===== config.mk =====
export PLATFORM = sky130hd
export DESIGN_NAME = smon_supply_regs
export DESIGN_NICKNAME = d
export VERILOG_FILES = /design/src/smon_pkg.sv /design/src/smon_byte_if.sv /design/src/smon_uart_rx.sv /design/src/smon_uart_tx.sv /design/src/smon_supply_regs.sv
export VERILOG_INCLUDE_DIRS = /design/src /design/src/src
export SDC_FILE = /design/constraint.sdc
export NUM_CORES = 1
export LEC_CHECK = 0
export BUFFER_PORTS_ARGS = -buffer_cell sky130_fd_sc_hd__buf_2
export CORE_MARGIN = 8
export CORE_UTILIZATION = 45
export CTS_BUF_LIST = sky130_fd_sc_hd__clkbuf_2 sky130_fd_sc_hd__clkbuf_4 sky130_fd_sc_hd__clkbuf_8
export CTS_CLUSTER_DIAMETER = 40
export DETAILED_ROUTE_END_ITERATION = 10
export GPL_TIMING_DRIVEN = 1
export PLACE_DENSITY = 0.7
export SLEW_MARGIN = 30
export SYNTH_ARGS = -nofsm -noshare
export SYNTH_HDL_FRONTEND = slang
export SYNTH_HIERARCHICAL = 1
export SYNTH_SLANG_ARGS = --single-unit
export TNS_END_PERCENT = 20

===== constraint.sdc =====
create_clock -name clock_i -period 1.9 [get_ports clock_i]
set_input_delay 0.38 -clock clock_i [delete_from_list [all_inputs] [get_ports clock_i]]
set_output_delay 0.38 -clock clock_i [all_outputs]
set_load 0.01 [all_outputs]

===== src/smon_params.svh =====
// Constants of the supply monitor register block: command codes, field positions,
// reset values, clamps and serial timing. Included by the receiver, transmitter and register block files.
`ifndef SMON_PARAMS_SVH
`define SMON_PARAMS_SVH

// Threshold write and read command codes.
`define SMON_CMD_WR_LOW_REC   8'h47
`define SMON_CMD_RD_LOW_REC   8'h07
`define SMON_CMD_WR_HIGH_REC  8'h48
`define SMON_CMD_RD_HIGH_REC  8'h08
`define SMON_CMD_WR_SHUTDOWN  8'h49
`define SMON_CMD_RD_SHUTDOWN  8'h09

// Measurement and status read command codes.
`define SMON_CMD_RD_HEATSINK  8'h0A
`define SMON_CMD_RD_BOARD     8'h0B
`define SMON_CMD_RD_SUPPLY    8'h10
`define SMON_CMD_RD_SPEED     8'h11
`define SMON_CMD_RD_LOAD      8'h12
`define SMON_CMD_RD_PERIOD    8'h14
`define SMON_CMD_RD_STATUS    8'h30

// Threshold indices, reset value and maximum; heatsink temperature clamp range.
`define SMON_IDX_LOW_REC      0
`define SMON_IDX_HIGH_REC     1
`define SMON_IDX_SHUTDOWN     2
`define SMON_LEVEL_RESET      12'h000
`define SMON_LEVEL_MAX        14'h0FFF
`define SMON_HEAT_MIN         12'h00A
`define SMON_HEAT_MAX         12'h050

// Data byte layout and status word bits.
`define SMON_DATA_FLAG_BIT    7
`define SMON_HI_LSB           7
`define SMON_STATUS_UV_BIT    0
`define SMON_STATUS_OV_BIT    1

// Serial timing.
`define SMON_CLK_HZ           100000000
`define SMON_BAUD             115200
`define SMON_CLKS_PER_BIT     (`SMON_CLK_HZ / `SMON_BAUD)

`endif


===== src/smon_pkg.sv =====
// Types shared by the supply monitor register block.
// Assumes the constants header is available on the include path.
package smon_pkg;

    typedef logic [11:0] smon_level_t;
    typedef logic [13:0] smon_word_t;

    typedef enum logic [2:0] {
        SMON_IDLE,
        SMON_WR_HI,
        SMON_WR_LO,
        SMON_RD_HI,
        SMON_RD_LO
    } smon_cmd_e;

    typedef enum logic [1:0] {
        SMON_RX_IDLE,
        SMON_RX_START,
        SMON_RX_DATA,
        SMON_RX_STOP
    } smon_rx_e;

endpackage : smon_pkg


===== src/smon_byte_if.sv =====
// Byte carrier between the serial receiver, transmitter and command core.
// Assumes all three parties share one clock.
`timescale 1ns/10ps
interface smon_byte_if;
    logic [7:0] rx_data;
    logic       rx_valid;
    logic [7:0] tx_data;
    logic       tx_start;
    logic       tx_busy;

    modport rx_side (output rx_data, output rx_valid);
    modport tx_side (input tx_data, input tx_start, output tx_busy);
    modport core    (input rx_data, input rx_valid, input tx_busy, output tx_data, output tx_start);
endinterface : smon_byte_if


===== src/smon_uart_rx.sv =====
// Serial receiver: 8 data bits, no parity, one stop bit, idle high.
// Assumes the receive pin is asynchronous to clock_i.
`timescale 1ns/10ps
`include "smon_params.svh"
module smon_uart_rx
    import smon_pkg::*;
#(
    parameter int CLKS_PER_BIT = `SMON_CLKS_PER_BIT
) (
    // Clock and reset
    input  wire logic clock_i,
    input  wire logic rst_n_i,
    // Serial pin
    input  wire logic rx_pin_i,
    // Received bytes
    smon_byte_if.rx_side bus
);
    localparam int CW = $clog2(CLKS_PER_BIT + 1);
    localparam logic [CW-1:0] LAST = CW'(CLKS_PER_BIT - 1);
    localparam logic [CW-1:0] HALF = CW'(CLKS_PER_BIT / 2);

    logic          sync1_reg;
    logic          sync2_reg;
    logic          sync3_reg;
    logic          line_reg;
    smon_rx_e      state_reg;
    logic [CW-1:0] cnt_reg;
    logic [2:0]    idx_reg;
    logic [7:0]    shift_reg;
    logic          valid_reg;

    // Three-stage synchroniser; a level counts once stages two and three agree.
    always_ff @(posedge clock_i) begin
        if (!rst_n_i) begin
            sync1_reg <= 1'b1;
            sync2_reg <= 1'b1;
            sync3_reg <= 1'b1;
            line_reg  <= 1'b1;
        end else begin
            sync1_reg <= rx_pin_i;
            sync2_reg <= sync1_reg;
            sync3_reg <= sync2_reg;
            if (sync2_reg == sync3_reg) begin
                line_reg <= sync3_reg;
            end
        end
    end

    always_ff @(posedge clock_i) begin
        if (!rst_n_i) begin
            state_reg <= SMON_RX_IDLE;
            cnt_reg   <= '0;
            idx_reg   <= 3'h0;
            shift_reg <= 8'h00;
            valid_reg <= 1'b0;
        end else begin
            valid_reg <= 1'b0;
            cnt_reg   <= cnt_reg + CW'(1);
            unique case (state_reg)
                SMON_RX_IDLE: begin
                    cnt_reg <= '0;
                    if (!line_reg) begin
                        state_reg <= SMON_RX_START;
                    end
                end
                SMON_RX_START: begin
                    if (cnt_reg == HALF) begin
                        cnt_reg   <= '0;
                        idx_reg   <= 3'h0;
                        state_reg <= line_reg ? SMON_RX_IDLE : SMON_RX_DATA;
                    end
                end
                SMON_RX_DATA: begin
                    if (cnt_reg == LAST) begin
                        cnt_reg   <= '0;
                        shift_reg <= {line_reg, shift_reg[7:1]};
                        idx_reg   <= idx_reg + 3'h1;
                        if (idx_reg == 3'h7) begin
                            state_reg <= SMON_RX_STOP;
                        end
                    end
                end
                SMON_RX_STOP: begin
                    if (cnt_reg == LAST) begin
                        valid_reg <= line_reg;
                        state_reg <= SMON_RX_IDLE;
                    end
                end
            endcase
        end
    end

    assign bus.rx_data  = shift_reg;
    assign bus.rx_valid = valid_reg;
endmodule : smon_uart_rx


===== src/smon_uart_tx.sv =====
// Serial transmitter: 8 data bits, no parity, one stop bit, idle high.
// Assumes tx_start is only raised while tx_busy is low.
`timescale 1ns/10ps
`include "smon_params.svh"
module smon_uart_tx
#(
    parameter int CLKS_PER_BIT = `SMON_CLKS_PER_BIT
) (
    // Clock and reset
    input  wire logic clock_i,
    input  wire logic rst_n_i,
    // Bytes to send
    smon_byte_if.tx_side bus,
    // Serial pin
    output logic      tx_pin_o
);
    localparam int CW = $clog2(CLKS_PER_BIT + 1);
    localparam logic [CW-1:0] LAST = CW'(CLKS_PER_BIT - 1);

    logic [9:0]    frame_reg;
    logic [3:0]    left_reg;
    logic [CW-1:0] cnt_reg;
    logic          busy_reg;
    logic          pin_reg;

    always_ff @(posedge clock_i) begin
        if (!rst_n_i) begin
            frame_reg <= 10'h3FF;
            left_reg  <= 4'h0;
            cnt_reg   <= '0;
            busy_reg  <= 1'b0;
            pin_reg   <= 1'b1;
        end else if (!busy_reg) begin
            pin_reg <= 1'b1;
            if (bus.tx_start) begin
                frame_reg <= {1'b1, bus.tx_data, 1'b0};
                left_reg  <= 4'hA;
                cnt_reg   <= LAST;
                busy_reg  <= 1'b1;
            end
        end else if (cnt_reg == LAST) begin
            cnt_reg <= '0;
            if (left_reg == 4'h0) begin
                busy_reg <= 1'b0;
            end else begin
                pin_reg   <= frame_reg[0];
                frame_reg <= {1'b1, frame_reg[9:1]};
                left_reg  <= left_reg - 4'h1;
            end
        end else begin
            cnt_reg <= cnt_reg + CW'(1);
        end
    end

    assign bus.tx_busy = busy_reg;
    assign tx_pin_o    = pin_reg;
endmodule : smon_uart_tx


===== src/smon_supply_regs.sv =====
// Supply monitor register block of a motor speed controller, reached over the serial command link.
// Assumes measurement, lock and trip inputs come from logic on clock_i; the serial pin is asynchronous.
//
// How it works
// - Low recovery level: write 0x47, read 0x07.
// - Low-supply status ends above low recovery level.
// - High status ends below high recovery level.
// - Supply above shutdown level shuts output down.
// - Shutdown on high supply sets overvoltage status.
// - Thresholds act only once written and locked.
// - Internal maximum may overwrite shutdown level.
// - Thresholds hold 12 bits, values 0 to 4095.
// - Read 0x0A: heatsink temperature clamped 10..80.
// - Read 0x0B: board temperature, never writable.
// - Read 0x10: measured supply, 12-bit read-only.
// - Read 0x11: speed input conversion, always reported.
// - Read 0x12: load current, 12-bit read-only.
// - Read 0x14: input signal period, 14 bits.
// - Threshold values are lost at restart.
// - Overvoltage is bit 1 of status word.
// - Locked values change only by serial write, or by the internal maximum for the shutdown level.
`timescale 1ns/10ps
`include "smon_params.svh"
module smon_supply_regs
    import smon_pkg::*;
#(
    parameter int CLKS_PER_BIT = `SMON_CLKS_PER_BIT
) (
    // Clock and reset
    input  wire logic        clock_i,
    input  wire logic        rst_n_i,
    // Serial command link
    input  wire logic        uart_rx_i,
    output logic             uart_tx_o,
    // Measurements
    input  wire logic [11:0] heatsink_temp_i,
    input  wire logic [11:0] board_temp_i,
    input  wire logic [11:0] supply_level_i,
    input  wire logic [11:0] speed_conv_i,
    input  wire logic [11:0] load_current_i,
    input  wire logic [13:0] input_period_i,
    // Locks, trips and internal limit
    input  wire logic [2:0]  thresh_lock_i,
    input  wire logic        speed_lock_bit_i,
    input  wire logic        low_supply_trip_i,
    input  wire logic        max_limit_load_i,
    input  wire logic [11:0] max_limit_value_i,
    // Threshold state
    output logic [11:0]      low_recover_level_o,
    output logic [11:0]      high_recover_level_o,
    output logic [11:0]      shutdown_level_o,
    output logic [2:0]       thresh_active_o,
    // Supply status and drive
    output logic             overvoltage_flag_o,
    output logic             undervoltage_flag_o,
    output logic             output_shutdown_o,
    output logic [11:0]      speed_setting_o
);
    smon_byte_if link ();

    smon_cmd_e   state_reg;
    logic [7:0]  cmd_reg;
    logic [6:0]  hi_reg;
    logic [1:0]  wr_sel_reg;
    smon_word_t  rd_word_reg;
    smon_level_t level_reg [3];
    logic [2:0]  written_reg;
    logic [2:0]  active_reg;
    smon_level_t heat_reg;
    smon_level_t board_reg;
    smon_level_t supply_reg;
    smon_level_t speed_conv_reg;
    smon_level_t load_reg;
    smon_word_t  period_reg;
    smon_level_t speed_prev_reg;
    smon_level_t speed_setting_reg;
    logic        ov_reg;
    logic        uv_reg;
    logic        shutdown_reg;

    logic        ov_next;
    logic        uv_next;
    logic        wr_commit;
    logic [13:0] wr_value;
    logic        is_write;
    logic        is_read;
    logic [1:0]  cmd_sel;
    smon_word_t  rd_value;
    logic        data_ok;

    smon_uart_rx #(
        .CLKS_PER_BIT (CLKS_PER_BIT)
    ) u_rx (
        .clock_i  (clock_i),
        .rst_n_i  (rst_n_i),
        .rx_pin_i (uart_rx_i),
        .bus      (link)
    );

    smon_uart_tx #(
        .CLKS_PER_BIT (CLKS_PER_BIT)
    ) u_tx (
        .clock_i  (clock_i),
        .rst_n_i  (rst_n_i),
        .bus      (link),
        .tx_pin_o (uart_tx_o)
    );

    // Command decode of a received byte.
    always_comb begin
        is_write = 1'b0;
        is_read  = 1'b0;
        cmd_sel  = 2'(`SMON_IDX_LOW_REC);
        unique case (link.rx_data)
            `SMON_CMD_WR_LOW_REC: begin
                is_write = 1'b1;
                cmd_sel  = 2'(`SMON_IDX_LOW_REC);
            end
            `SMON_CMD_WR_HIGH_REC: begin
                is_write = 1'b1;
                cmd_sel  = 2'(`SMON_IDX_HIGH_REC);
            end
            `SMON_CMD_WR_SHUTDOWN: begin
                is_write = 1'b1;
                cmd_sel  = 2'(`SMON_IDX_SHUTDOWN);
            end
            `SMON_CMD_RD_LOW_REC,
            `SMON_CMD_RD_HIGH_REC,
            `SMON_CMD_RD_SHUTDOWN,
            `SMON_CMD_RD_HEATSINK,
            `SMON_CMD_RD_BOARD,
            `SMON_CMD_RD_SUPPLY,
            `SMON_CMD_RD_SPEED,
            `SMON_CMD_RD_LOAD,
            `SMON_CMD_RD_PERIOD,
            `SMON_CMD_RD_STATUS: begin
                is_read = 1'b1;
            end
            default: begin
                is_read = 1'b0;
            end
        endcase
    end

    // Read data selection; measurement commands have no write code.
    always_comb begin
        rd_value = 14'h0000;
        unique case (link.rx_data)
            `SMON_CMD_RD_LOW_REC:  rd_value = {2'b00, level_reg[`SMON_IDX_LOW_REC]};
            `SMON_CMD_RD_HIGH_REC: rd_value = {2'b00, level_reg[`SMON_IDX_HIGH_REC]};
            `SMON_CMD_RD_SHUTDOWN: rd_value = {2'b00, level_reg[`SMON_IDX_SHUTDOWN]};
            `SMON_CMD_RD_HEATSINK: rd_value = {2'b00, heat_reg};
            `SMON_CMD_RD_BOARD:    rd_value = {2'b00, board_reg};
            `SMON_CMD_RD_SUPPLY:   rd_value = {2'b00, supply_reg};
            `SMON_CMD_RD_SPEED:    rd_value = {2'b00, speed_conv_reg};
            `SMON_CMD_RD_LOAD:     rd_value = {2'b00, load_reg};
            `SMON_CMD_RD_PERIOD:   rd_value = period_reg;
            `SMON_CMD_RD_STATUS: begin
                rd_value[`SMON_STATUS_OV_BIT] = ov_reg;
                rd_value[`SMON_STATUS_UV_BIT] = uv_reg;
            end
            default: rd_value = 14'h0000;
        endcase
    end

    // A data byte with bit 7 set is not data and aborts the command.
    assign data_ok   = !link.rx_data[`SMON_DATA_FLAG_BIT];
    assign wr_value  = {hi_reg, link.rx_data[6:0]};
    assign wr_commit = (state_reg == SMON_WR_LO) && link.rx_valid && data_ok
                       && (wr_value <= `SMON_LEVEL_MAX);

    // Answer bytes go out high part first, each with bit 7 clear.
    assign link.tx_start = ((state_reg == SMON_RD_HI) || (state_reg == SMON_RD_LO)) && !link.tx_busy;
    assign link.tx_data  = (state_reg == SMON_RD_HI) ? {1'b0, rd_word_reg[13:`SMON_HI_LSB]}
                                                     : {1'b0, rd_word_reg[`SMON_HI_LSB-1:0]};

    // Command sequencer.
    always_ff @(posedge clock_i) begin
        if (!rst_n_i) begin
            state_reg   <= SMON_IDLE;
            cmd_reg     <= 8'h00;
            hi_reg      <= 7'h00;
            wr_sel_reg  <= 2'h0;
            rd_word_reg <= 14'h0000;
        end else begin
            unique case (state_reg)
                SMON_IDLE: begin
                    if (link.rx_valid) begin
                        cmd_reg <= link.rx_data;
                        if (is_write) begin
                            wr_sel_reg <= cmd_sel;
                            state_reg  <= SMON_WR_HI;
                        end else if (is_read) begin
                            rd_word_reg <= rd_value;
                            state_reg   <= SMON_RD_HI;
                        end
                    end
                end
                SMON_WR_HI: begin
                    if (link.rx_valid) begin
                        hi_reg    <= link.rx_data[6:0];
                        state_reg <= data_ok ? SMON_WR_LO : SMON_IDLE;
                    end
                end
                SMON_WR_LO: begin
                    if (link.rx_valid) begin
                        state_reg <= SMON_IDLE;
                    end
                end
                SMON_RD_HI: begin
                    if (!link.tx_busy) begin
                        state_reg <= SMON_RD_LO;
                    end
                end
                SMON_RD_LO: begin
                    if (!link.tx_busy) begin
                        state_reg <= SMON_IDLE;
                    end
                end
            endcase
        end
    end

    // Threshold storage; cleared at every restart, the save path lives outside.
    always_ff @(posedge clock_i) begin
        if (!rst_n_i) begin
            for (int i = 0; i < 3; i++) begin
                level_reg[i] <= `SMON_LEVEL_RESET;
            end
            written_reg <= 3'h0;
        end else begin
            if (max_limit_load_i) begin
                level_reg[`SMON_IDX_SHUTDOWN] <= max_limit_value_i;
            end
            for (int i = 0; i < 3; i++) begin
                if (wr_commit && (wr_sel_reg == 2'(i))) begin
                    level_reg[i]   <= wr_value[11:0];
                    written_reg[i] <= 1'b1;
                end
            end
        end
    end

    // A threshold works only after both a write and its lock.
    always_ff @(posedge clock_i) begin
        if (!rst_n_i) begin
            active_reg <= 3'h0;
        end else begin
            active_reg <= written_reg & thresh_lock_i;
        end
    end

    // Present measurements; heatsink reading is held to its reporting range.
    always_ff @(posedge clock_i) begin
        if (!rst_n_i) begin
            heat_reg       <= `SMON_HEAT_MIN;
            board_reg      <= 12'h000;
            supply_reg     <= 12'h000;
            speed_conv_reg <= 12'h000;
            load_reg       <= 12'h000;
            period_reg     <= 14'h0000;
        end else begin
            if (heatsink_temp_i < `SMON_HEAT_MIN) begin
                heat_reg <= `SMON_HEAT_MIN;
            end else if (heatsink_temp_i > `SMON_HEAT_MAX) begin
                heat_reg <= `SMON_HEAT_MAX;
            end else begin
                heat_reg <= heatsink_temp_i;
            end
            board_reg      <= board_temp_i;
            supply_reg     <= supply_level_i;
            speed_conv_reg <= speed_conv_i;
            load_reg       <= load_current_i;
            period_reg     <= input_period_i;
        end
    end

    // Speed setting follows the speed input only while it is unlocked.
    always_ff @(posedge clock_i) begin
        if (!rst_n_i) begin
            speed_prev_reg    <= 12'h000;
            speed_setting_reg <= 12'h000;
        end else begin
            speed_prev_reg <= speed_conv_reg;
            if (!speed_lock_bit_i && (speed_conv_reg != speed_prev_reg)) begin
                speed_setting_reg <= speed_conv_reg;
            end
        end
    end

    // Supply status; a setting condition wins over a clearing one.
    always_comb begin
        ov_next = ov_reg;
        if (active_reg[`SMON_IDX_SHUTDOWN] && (supply_reg > level_reg[`SMON_IDX_SHUTDOWN])) begin
            ov_next = 1'b1;
        end else if (ov_reg) begin
            if (active_reg[`SMON_IDX_HIGH_REC]) begin
                ov_next = !(supply_reg < level_reg[`SMON_IDX_HIGH_REC]);
            end else begin
                ov_next = !(supply_reg <= level_reg[`SMON_IDX_SHUTDOWN]);
            end
        end
        uv_next = uv_reg;
        if (low_supply_trip_i) begin
            uv_next = 1'b1;
        end else if (uv_reg) begin
            if (active_reg[`SMON_IDX_LOW_REC]) begin
                uv_next = !(supply_reg > level_reg[`SMON_IDX_LOW_REC]);
            end else begin
                uv_next = 1'b0;
            end
        end
    end

    always_ff @(posedge clock_i) begin
        if (!rst_n_i) begin
            ov_reg       <= 1'b0;
            uv_reg       <= 1'b0;
            shutdown_reg <= 1'b0;
        end else begin
            ov_reg       <= ov_next;
            uv_reg       <= uv_next;
            shutdown_reg <= ov_next | uv_next;
        end
    end

    assign low_recover_level_o  = level_reg[`SMON_IDX_LOW_REC];
    assign high_recover_level_o = level_reg[`SMON_IDX_HIGH_REC];
    assign shutdown_level_o     = level_reg[`SMON_IDX_SHUTDOWN];
    assign thresh_active_o      = active_reg;
    assign overvoltage_flag_o   = ov_reg;
    assign undervoltage_flag_o  = uv_reg;
    assign output_shutdown_o    = shutdown_reg;
    assign speed_setting_o      = speed_setting_reg;
endmodule : smon_supply_regs


# Yosys cells after proc, flatten, opt, wreduce, memory -nomap -nowiden
# Memory sizes are Yosys's and may differ from the RTL's.
# Index checks and enable logic that the tools add are counted.
[word_totals] ff_bits=187 latch_bits=0 ramBits=36 rom_bits=0 in_bits=95 memories=1
[mem_list] memory="level_reg" depth=3 width=12 rd=3 rd_clocked_by_memory_dff=0 write_ports=3 line="smon_supply_regs.sv:66" text="smon_level_t level_reg [3];"
[op_classes] add_sub_neg=4 n_mul=0 div=0 order_cmp=7 eq_ne=41 shifts=0 n_mux=67 n_bitwise=9 reduce_logical=37
[ops] cell="$pmux W12 S9" count=1
[ops] cell="$mux W10" count=9
[ops] cell="$mux W12" count=4
[ops] cell="$eq A8 B4 Y1 const B" count=4
[ops] cell="$eq A8 B5 Y1 const B" count=4
[ops] cell="$pmux W10 S3" count=1
[ops] cell="$mux W3" count=9
[ops] cell="$mux W1" count=25
[ops] cell="$eq A8 B7 Y1 const B" count=3
[ops] cell="$gt A12 B12 Y1" count=2
[ops] cell="$add A10 B1 Y10 const B" count=2
[ops] cell="$eq A10 B10 Y1 const B" count=2
[ops] cell="$pmux W2 S10" count=1
[ops] cell="$mux W4" count=4
[ops] cell="$pmux W3 S5" count=1
[ops] cell="$le A14 B12 Y1 const B" count=1
[ops] cell="$mux W2" count=7
[ops] cell="$mux W7" count=2
[ops] cell="$ne A2 B1 Y1 const B" count=7
[ops] cell="$gt A12 B7 Y1 const B" count=1
[ops] cell="$le A12 B12 Y1" count=1
[ops] cell="$lt A12 B12 Y1" count=1
[ops] cell="$lt A12 B4 Y1 const B" count=1
[ops] cell="$ne A12 B12 Y1" count=1
[ops] cell="34 further kinds" count=71

# Longest topological paths before layout
# Gate-level depths: netlist (run 1).
[logic_depth] word_depth=9 ltp_mapped=9

# Cells and area by module
# Netlist (run 1), hierarchy kept.
[by_module_without_submodules] mod="smon_supply_regs" n_inst=1 cells_per_inst=731 area_each_um2=7593.5 seq_area_each_um2=3743.6
[by_module_without_submodules] mod="smon_uart_tx" n_inst=1 cells_per_inst=148 area_each_um2=1301.2 seq_area_each_um2=500.5
[by_module_without_submodules] mod="smon_uart_rx" n_inst=1 cells_per_inst=132 area_each_um2=1237.4 seq_area_each_um2=560.5

# Worst setup path before layout (run 1)
# No wires, ideal clock.
[synth_path] path_type="register to register" start="register, netlist name state_reg[0]" end="register u_tx.left_reg[1]" arrival_time_ns=1.892 required_time_ns=1.809 path_slack_ns=-0.083 path_stages_with_launch=9 path_buffers=2 path_cell_list="dfxtp_1 -> clkbuf_1 -> nand3b_1 -> a21oi_1 -> clkbuf_2 -> inv_1 -> nor2_1 -> nor3_1 -> a311oi_1"
[synth_lines] element="to (signal assigned)" line="smon_uart_tx.sv:48" text="left_reg <= left_reg - 4'h1;"
[synth_lines] element="to (decl)" line="smon_uart_tx.sv:21" text="logic [3:0] left_reg;"

==> flow_summary.json, run 1 <==
{
  "outcome": "finished, violations left",
  "violations": "setup timing",
  "clockBufferDepth": 3,
  "holdWs_ns": 0.04248,
  "layout-drive-gt1-share": 0.3223,
  "p_sw_frac": 0.2317,
  "syn_to_final_growth_pct": 29.16,
  "ant_nets": 0,
  "final_nets": 1409,
  "ios": 150,
  "critPathTopFamily": "compound AO/OA/AOI/OAI gates",
  "peakVddDrop_mv": 0.5189,
  "post_drt_wl_per_cell_um": 18.91,
  "n_antenna_cell": 0,
  "worst_slack_ns": -0.05074,
  "skew_ns": 0.02866,
  "endpoint": "output_shutdown_o",
  "yosys-top-cells-count": "dfxtp_1 (186), and2_1 (94), mux2i_1 (58)",
  "grt_max_degree": 64,
  "path_class": "reg -> reg",
  "slew_headroom": 0.6421,
  "htree_levels": 2,
  "pwr-share-seq": 0.466,
  "syn_inst": 1011,
  "core_area_mm2": 0.02237,
  "ys_seq_area_frac": 0.4742,
  "antenna_found_initial": 0,
  "dr.max_layer_used": "met4",
  "synth_top_area_frac": 0.3675,
  "cap_violations": 0,
  "min_path_type": "in -> reg",
  "yosys_warnings": 6,
  "end_kind": "flop",
  "clockPowerShare": 0.459,
  "timing.rr.start": "level_reg[0][28]",
  "yosysTopAreaCell": "dfxtp_1",
  "syn_avg_cell_area_um2": 10.02,
  "ctsHoldBuffers": 0,
  "grt_overflow_total": 0,
  "route.detailed.drc": 0,
  "r2r-end": "output_shutdown_o",
  "slowest_stage": "edfxtp_1",
  "period_share": 1.027,
  "gr-usage-all-layers": 0.2091,
  "cts-root-buf": "clkbuf_8",
  "cp.arrival_ns": 2.37,
  "cts_buffers": 40,
  "synth_cell_types": 86,
  "clock_sinks": 222,
  "stdcell_count": 1588,
  "p_int_mw": 8.344,
  "synthTopCellsByArea": "dfxtp_1 (37%), edfxtp_1 (11%), and2_1 (5.8%)",
  "placed_cells": 1506,
  "worstPathCellList": "inv_1, ha_1, nand4_1, nor3_2, a211o_1, a21oi_2, a31o_2, a221o_1",
  "synth_edf_count": 36,
  "powerDensity_mw_per_mm2": 829.8,
  "dieArea_mm2": 0.02757,
  "synth_area_mm2": 0.01013,
  "worstPathMaxFanout": 3,
  "r2r_cells": 8,
  "finalHoldViolations": 0,
  "r2r_setup_slack_ns": -0.05,
  "dr.pass1.iters": 7,
  "rsz0062_at_grt": "yes",
  "grt_pass1_vias": 8523,
  "met1Wirelength_um": 13480,
  "wl_met3_um": 2193,
  "dr_wl_met2_um": 13500,
  "synth_async_sr_flop_share": 0,
  "cp.depth": 8,
  "max_freq_ghz": 0.5126,
  "place_congestion": 0.9046,
  "max_stage_delay_ns": 0.42,
  "synth_seq_cells": 222,
  "drt_iter0_drc": 766,
  "dp_hpwl_um": 22520,
  "p_leak_nw": 5.722,
  "setup_viol": 3,
  "vias_per_cell": 5.399,
  "period_minus_slack_ns": 1.951,
  "synthFlopType": "dfxtp_1",
  "clk_latency_ns": 0.53,
  "clk_pin_slew_worst_paths_ns": 0.06,
  "rows": 55,
  "die_w_um": 166.1,
  "cp-startpoint": "level_reg[0][28]",
  "yosysMostFrequentCell": "dfxtp_1",
  "die_h_um": 166.1,
  "vias": 8574,
  "start_util": 0.4530,
  "wl_um": 30040,
  "drv_slew": 0,
  "cts_tree": "built",
  "cp_num_buf_inv": 1,
  "startpoint_type": "flop",
  "place.port_buffers": 149,
  "pwr-share-comb": 0.075,
  "largest_reg_flops": 36,
  "pre_cts_ws_ns": -0.1349,
  "required_ns": 2.32,
  "p_switching_mw": 2.516,
  "worstMarginPinSlew_ns": 0.5320,
  "grt_pass1_wl_um": 46370
}
-- placed cells by master (no fill, tap or decap), types with 37 or more instances in the layout --
master and count:
ha_1 37, dfxtp_1 176, buf_2 148, inv_1 38
clkbuf_8 50, and2_1 94, mux2i_1 58, nand2_1 55
nor2_1 53, buf_4 116
-- worst reg2reg max path, stage by stage, from the launching register on --
cell and delay, ns:
edfxtp_1 0.42, inv_1 0.07, ha_1 0.28, nand4_1 0.16, nor3_2 0.21, a211o_1 0.14
a21oi_2 0.05, a31o_2 0.23, a221o_1 0.28
-- metrics by stage --
stage	power, mW	area (µm²)	util	TNS (ns)
final	10.86	13090	0.5851	-0.07229
after detailed placement	5.906	11910	0.5325	-1.028
after global placement	5.890	11910	0.5325	-0.1773
after global routing	11.24	13090	0.5851	-0.5520
after floorplan	5.487	10170	-	-0.2409
after CTS	10.88	12850	0.5747	-0.06775
-- final cells by class --
class	instances	area (µm²)
clock buffers	61	770.7
clock inverters	11	137.6
fillers	1921	9279
inverters	42	157.7
multi-input cells	696	5110
flip-flops and latches	222	4820
well taps	285	356.6
repair buffers	271	1734
-- per-layer routing --
layer / global-route usage / vias up
met4: 0.08340 / 0
li1: - / 4144
met3: 0.04944 / 64
met1: 0.2754 / 4041
met2: 0.3263 / 325
met5: 0 / -
-- worst min path at each step --
stage | startpoint | endpoint | cells past startpoint
floorplan | u_rx/sync1_reg | u_rx/sync2_reg | 1
global placement | u_rx/sync1_reg | u_rx/sync2_reg | 1
detailed placement | u_rx/sync1_reg | u_rx/sync2_reg | 1
CTS | uart_rx_i | u_rx/sync1_reg | 2
global route | supply_level_i[6] | supply_reg[6] | 2
finish | uart_rx_i | u_rx/sync1_reg | 2
-- cell families (layout without fill, tap and decap cells) --
group,after synthesis,after routing,synth area share
flip-flops,222,222,0.4742
multiplexers,73,73,0.08175
other,1,6,0.0003701
XOR/XNOR,21,21,0.01815
AND/OR/NAND/NOR,380,380,0.2162
buffers and inverters,98,385,0.04211
AO/OA/AOI/OAI,175,175,0.1166
adder cells (fa/ha/maj),41,41,0.05063
-- what timing repair did --
| action | 4_1_cts | 5_1_grt |
|---|---|---|
| gates cloned | 0 | 0 |
| pin swaps | 2 | 6 |
| setup buffers | 1 | 9 |
| gates resized for setup | 9 | 40 |
| endpoints found under the setup margin | 33 | 55 |
-- power groups by stage --
stage          Sequential (mW)  Clock [mW]  Combinational, mW
4_1_cts                   5.06        5.06              0.761
2_1_floorplan             5.13           0              0.360
5_1_grt                   5.07        5.28              0.892
6_report                  5.06        4.98              0.814
3_5_place_dp              5.15           0              0.751
3_3_place_gp              5.15           0              0.735
Power figures use the tool's default switching activity.
==> run 2: changes to the inputs <==
--- a/config.mk
+++ b/config.mk
@@ -14,6 +14,7 @@
 export DETAILED_ROUTE_END_ITERATION = 10
 export GPL_TIMING_DRIVEN = 1
 export PLACE_DENSITY = 0.7
+export SKIP_LAST_GASP = 1
 export SLEW_MARGIN = 30
 export SYNTH_ARGS = -nofsm -noshare
 export SYNTH_HDL_FRONTEND = slang
==> run 2 against run 1 <==
  * Sequential cell count stayed put
  * Count of clock-buffer cells in the layout stayed put
  * Largest cell class unchanged
  * Total power is 0.10% lower
  * Sequential share of layout area is 0.10 points lower
  * Fmax is 0.21% lower
  * Cell count is 0.25% higher
  * Cell area is 0.31% higher
  * Clock power hardly changed
  * The flow still finishes with violations (setup timing)
==> flow_summary.json, run 2 (synthesized netlist as in run 1, its figures left out) <==
{
  "outcome": "finished, violations left",
  "violations": "setup timing",
  "grt_max_degree": 64,
  "min_path_type": "in -> reg",
  "layout-drive-gt1-share": 0.3236,
  "powerDensity_mw_per_mm2": 826.5,
  "placed_cells": 1506,
  "vias": 8629,
  "pre_cts_ws_ns": -0.1349,
  "clock_sinks": 222,
  "clockBufferDepth": 3,
  "p_leak_nw": 5.746,
  "n_antenna_cell": 0,
  "place.port_buffers": 149,
  "htree_levels": 2,
  "cp.arrival_ns": 2.37,
  "fin_util": 0.5869,
  "slew_headroom": 0.6627,
  "drv_slew": 0,
  "peakVddDrop_mv": 0.5199,
  "period_minus_slack_ns": 1.955,
  "final_cell_mix": "dfxtp_1 (175), buf_2 (148), buf_4 (115), and2_1 (94), mux2i_1 (58)",
  "ant_nets": 0,
  "period_share": 1.029,
  "die_w_um": 166.1,
  "clk_pin_slew_worst_paths_ns": 0.06,
  "gr-usage-all-layers": 0.2088,
  "worstMarginPinSlew_ns": 0.5013,
  "cap_violations": 0,
  "place_congestion": 0.9046,
  "antenna_found_initial": 0,
  "total_power_mw": 10.85,
  "end_kind": "flop",
  "final_nets": 1413,
  "r2r_setup_slack_ns": -0.05,
  "dieArea_mm2": 0.02757,
  "worst_slack_ns": -0.05493,
  "placed_area_mm2": 0.01191,
  "rows": 55,
  "path_class": "reg -> reg",
  "core_area_mm2": 0.02237,
  "clk_latency_ns": 0.53,
  "final_cell_area_mm2": 0.01313,
  "dp_hpwl_um": 22520,
  "rsz0062_at_grt": "yes",
  "wl_um": 30140,
  "grt_overflow_total": 0,
  "syn_to_final_growth_pct": 29.55,
  "route.detailed.drc": 0,
  "cts_buffers": 40,
  "cts-root-buf": "clkbuf_8",
  "vias_per_cell": 5.420,
  "final_common_cell": "dfxtp_1",
  "startpoint_type": "flop",
  "grt_pass1_vias": 8513,
  "final.setup.tns_ns": -0.06817,
  "stdcell_count": 1592,
  "setup_viol": 2,
  "grt_pass1_wl_um": 46290,
  "required_ns": 2.31,
  "fill_cells": 1915,
  "ios": 150,
  "max_freq_ghz": 0.5115,
  "dr.pass1.iters": 5,
  "post_drt_wl_per_cell_um": 18.93,
  "drt_iter0_drc": 772,
  "finalHoldViolations": 0,
  "start_util": 0.4530,
  "die_h_um": 166.1,
  "worstPathMaxFanout": 3,
  "largest_reg_flops": 36,
  "skew_ns": 0.02532,
  "holdWs_ns": 0.04348,
  "cts_tree": "built"
}
==> run 2: changes by cell type in the layout (fill, tap and decap cells not counted) <==
cell	delta
a21oi_1	+1
a21oi_2	-1
and2_2	+1
buf_12	+1
buf_4	-1
buf_6	+3
dfxtp_1	-1
dfxtp_2	+1
nor2_1	+1
nor2_2	-1
nor4b_2	+1
nor4b_4	-1
==> run 2: power breakdown <==
group          switching [mW]  internal, mW  total (mW)
clock network            1.96          3.01        4.97
logic                   0.411         0.405       0.816
registers               0.131          4.93        5.06
total                    2.50          8.34        10.8
==> run 2: cell type report <==
type	count	area (µm²)	area share
Multi-Input combinational cell	697	5102	0.3887
Sequential cell	222	4821	0.3673
Timing Repair Buffer	274	1780	0.1356
Clock buffer	61	770.7	0.05872
Tap cell	285	356.6	0.02717
Inverter	42	157.7	0.01201
Clock inverter	11	137.6	0.01049
==> run 2: final timing paths <==
path               startpoint                end  cells past startpoint
min                 uart_rx_i     u_rx/sync1_reg                      2
min reg2reg    u_rx/sync1_reg     u_rx/sync2_reg                      1
max reg2reg  level_reg[0][28]  output_shutdown_o                      8
max          level_reg[0][28]  output_shutdown_o                      8
==> run 2: timing repair <==
action | 4_1_cts | 5_1_grt
hold buffers | 0 | 0
gates cloned | 0 | 1
resized for setup | 6 | 44
setup endpoints to repair | 33 | 55
buffers inserted | 1 | 12
pin swaps | 2 | 11
==> run 2: worst max-delay path, cell delays in order, from the launching register on <==
cell and delay [ns]:
edfxtp_1 0.42, inv_1 0.07, ha_1 0.28, nand4_1 0.16, nor3_2 0.21, a211o_1 0.14, a21oi_2 0.04, a31o_2 0.23
a221o_1 0.28
==> run 2: routing by layer <==
| metal | wire (µm) | GRT usage | vias up |
|---|---|---|---|
| met2 | 13440 | 0.3254 | 322 |
| met4 | 977 | 0.08340 | 0 |
| li1 | - | - | 4157 |
| met5 | 0 | 0 | - |
| met1 | 13420 | 0.2752 | 4078 |
| met3 | 2303 | 0.04944 | 72 |
==> run 3: changes to the inputs <==
--- a/config.mk
+++ b/config.mk
@@ -8,13 +8,12 @@
 export LEC_CHECK = 0
 export BUFFER_PORTS_ARGS = -buffer_cell sky130_fd_sc_hd__buf_2
 export CORE_MARGIN = 8
-export CORE_UTILIZATION = 45
+export CORE_UTILIZATION = 25
 export CTS_BUF_LIST = sky130_fd_sc_hd__clkbuf_2 sky130_fd_sc_hd__clkbuf_4 sky130_fd_sc_hd__clkbuf_8
 export CTS_CLUSTER_DIAMETER = 40
 export DETAILED_ROUTE_END_ITERATION = 10
 export GPL_TIMING_DRIVEN = 1
-export PLACE_DENSITY = 0.7
-export SKIP_LAST_GASP = 1
+export PLACE_DENSITY = 0.45
 export SLEW_MARGIN = 30
 export SYNTH_ARGS = -nofsm -noshare
 export SYNTH_HDL_FRONTEND = slang
==> run 3 against run 2 <==
  * The flow still finishes with violations (setup timing)
  * Worst hold slack got worse by 0.014 ns
  * Combinational power is 12% higher
  * Sequential power hardly changed
  * Utilization shrank 23 points
  * Setup slack improved by 0.030 ns
  * Sequential cell count stayed put
  * Global-route usage decreased by 6.7 points
  * Register-to-register slack gained 0.03 ns
  * Clock power increased by 8.7%
  * Die area rose by 71%
  * Critical endpoint is now rd_word_reg[7]
==> flow_summary.json, run 3 (synthesized netlist as in run 1, its figures left out) <==
{
  "core_area_mm2": 0.03991,
  "clk_latency_ns": 0.58,
  "die_w_um": 217.3,
  "r2r-end": "rd_word_reg[7]",
  "final_cell_mix": "dfxtp_1 (172), buf_2 (148), buf_4 (124), and2_1 (94), mux2i_1 (58)",
  "path_class": "reg -> reg",
  "worstPathCellList": "buf_6, mux4_2, a222oi_1, buf_4, o21ai_2, a22o_1",
  "holdWs_ns": 0.02960,
  "ant_nets": 0,
  "dieArea_mm2": 0.04723,
  "cp_num_buf_inv": 2,
  "rsz0062_at_grt": "yes",
  "dr.pass1.iters": 5,
  "peakVddDrop_mv": 0.4276,
  "max_stage_delay_ns": 0.47,
  "violations": "setup timing",
  "vias": 8685,
  "cts_buffers": 44,
  "rows": 73,
  "clk_pin_slew_worst_paths_ns": 0.06,
  "pre_cts_ws_ns": -0.1448,
  "worst_slack_ns": -0.02459,
  "final.setup.tns_ns": -0.05315,
  "grt_max_degree": 68,
  "period_share": 1.013,
  "min_to": "heat_reg[0]",
  "grt_pass1_wl_um": 51870,
  "final_cell_area_mm2": 0.01410,
  "stdcell_count": 1889,
  "r2r_cells": 6,
  "required_ns": 2.37,
  "timing.rr.start": "level_reg[0][19]",
  "min_path_cells": 2,
  "largest_reg_flops": 36,
  "cp.arrival_ns": 2.39,
  "placed_cells": 1760,
  "syn_to_final_growth_pct": 39.19,
  "startpoint_type": "flop",
  "ios": 150,
  "period_minus_slack_ns": 1.925,
  "htree_levels": 2,
  "placed_area_mm2": 0.01240,
  "gr-usage-all-layers": 0.1414,
  "p_leak_nw": 6.025,
  "total_power_mw": 11.38,
  "antenna_found_initial": 0,
  "r2r_setup_slack_ns": -0.02,
  "setup_viol": 5,
  "grt_pass1_vias": 8681,
  "finalHoldViolations": 0,
  "route.detailed.drc": 0,
  "end_kind": "flop",
  "cap_violations": 0,
  "clock_sinks": 222,
  "worstPathMaxFanout": 3,
  "clockBufferDepth": 3,
  "grt_overflow_total": 0,
  "outcome": "finished, violations left",
  "drt_iter0_drc": 578,
  "vias_per_cell": 4.598,
  "final_nets": 1467,
  "fin_util": 0.3533,
  "place_congestion": 0.8575,
  "cts_tree": "built",
  "skew_ns": 0.02917,
  "cts-root-buf": "clkbuf_8",
  "max_freq_ghz": 0.5196,
  "hp-start": "heatsink_temp_i[0]",
  "powerDensity_mw_per_mm2": 806.6,
  "place.port_buffers": 149,
  "drv_slew": 0,
  "final_common_cell": "dfxtp_1",
  "min_path_type": "in -> reg",
  "critPathTopFamily": "compound AO/OA/AOI/OAI gates",
  "slowest_stage": "mux4_2",
  "layout-drive-gt1-share": 0.3346,
  "post_drt_wl_per_cell_um": 18.36,
  "die_h_um": 217.3,
  "start_util": 0.2538,
  "dp_hpwl_um": 26540,
  "fill_cells": 4123,
  "wl_um": 34680
}
run 3: changes by cell type in the layout (fill, tap and decap cells not counted), moves of 2 or more:
| cell | change |
|---|---|
| dlygate4sd3_1 | +35 |
| clkinvlp_4 | +4 |
| dfxtp_1 | -3 |
| nor3_2 | +2 |
| inv_1 | -2 |
| clkbuf_8 | +5 |
| buf_12 | +5 |
| dfxtp_4 | +4 |
| buf_4 | +9 |
| clkinv_2 | -2 |
| nor3_1 | -2 |
| nor4b_2 | -2 |
| inv_2 | +2 |
run 3: power breakdown:
group | leakage (nW) | switching (mW) | internal, mW | total (mW)
Sequential | 1.91 | 0.135 | 4.93 | 5.06
Combinational | 3.60 | 0.445 | 0.472 | 0.917
Clock | 0.511 | 2.16 | 3.23 | 5.40
run 3: per-layer routing:
layer  wire [µm]  up-vias  global-route usage  part of all wire
met5           0        -                   0                 0
met2       14850      207              0.2120              0.43
met1       16860     4165              0.1970              0.49
met3        2172       54             0.03412             0.063
li1            -     4259                   -                 -
met4         805        0             0.04554             0.023
run 3: area by class of cell:
| class | count | area [µm²] | share of cell area |
|---|---|---|---|
| flip-flops and latches | 222 | 4835 | 0.3428 |
| clock inverters | 13 | 160.2 | 0.01136 |
| inverters | 42 | 157.7 | 0.01118 |
| multi-input cells | 697 | 5150 | 0.3652 |
| repair buffers | 324 | 2310 | 0.1638 |
| well taps | 525 | 656.9 | 0.04658 |
| clock buffers | 65 | 832.0 | 0.05900 |
| diodes | 1 | 2.502 | 0.0001774 |
run 3: worst max path at each step:
stage	slack [ns]	from	to	cells past startpoint
after floorplan	-0.02	level_reg[0][14]	output_shutdown_o	8
after global placement	-0.12	level_reg[0][14]	output_shutdown_o	8
after detailed placement	-0.14	supply_reg[9]	output_shutdown_o	7
after CTS	-0.05	level_reg[0][35]	output_shutdown_o	8
after global routing	-0.09	level_reg[0][19]	rd_word_reg[7]	6
final	-0.02	level_reg[0][19]	rd_word_reg[7]	6
run 3: what timing repair did:
action,in CTS,in global routing
pin swaps,4,23
endpoints found under the setup margin,46,95
buffers inserted,5,9
hold endpoints to repair,35,0
gates cloned,0,1
hold buffers,35,0
resized for setup,20,45
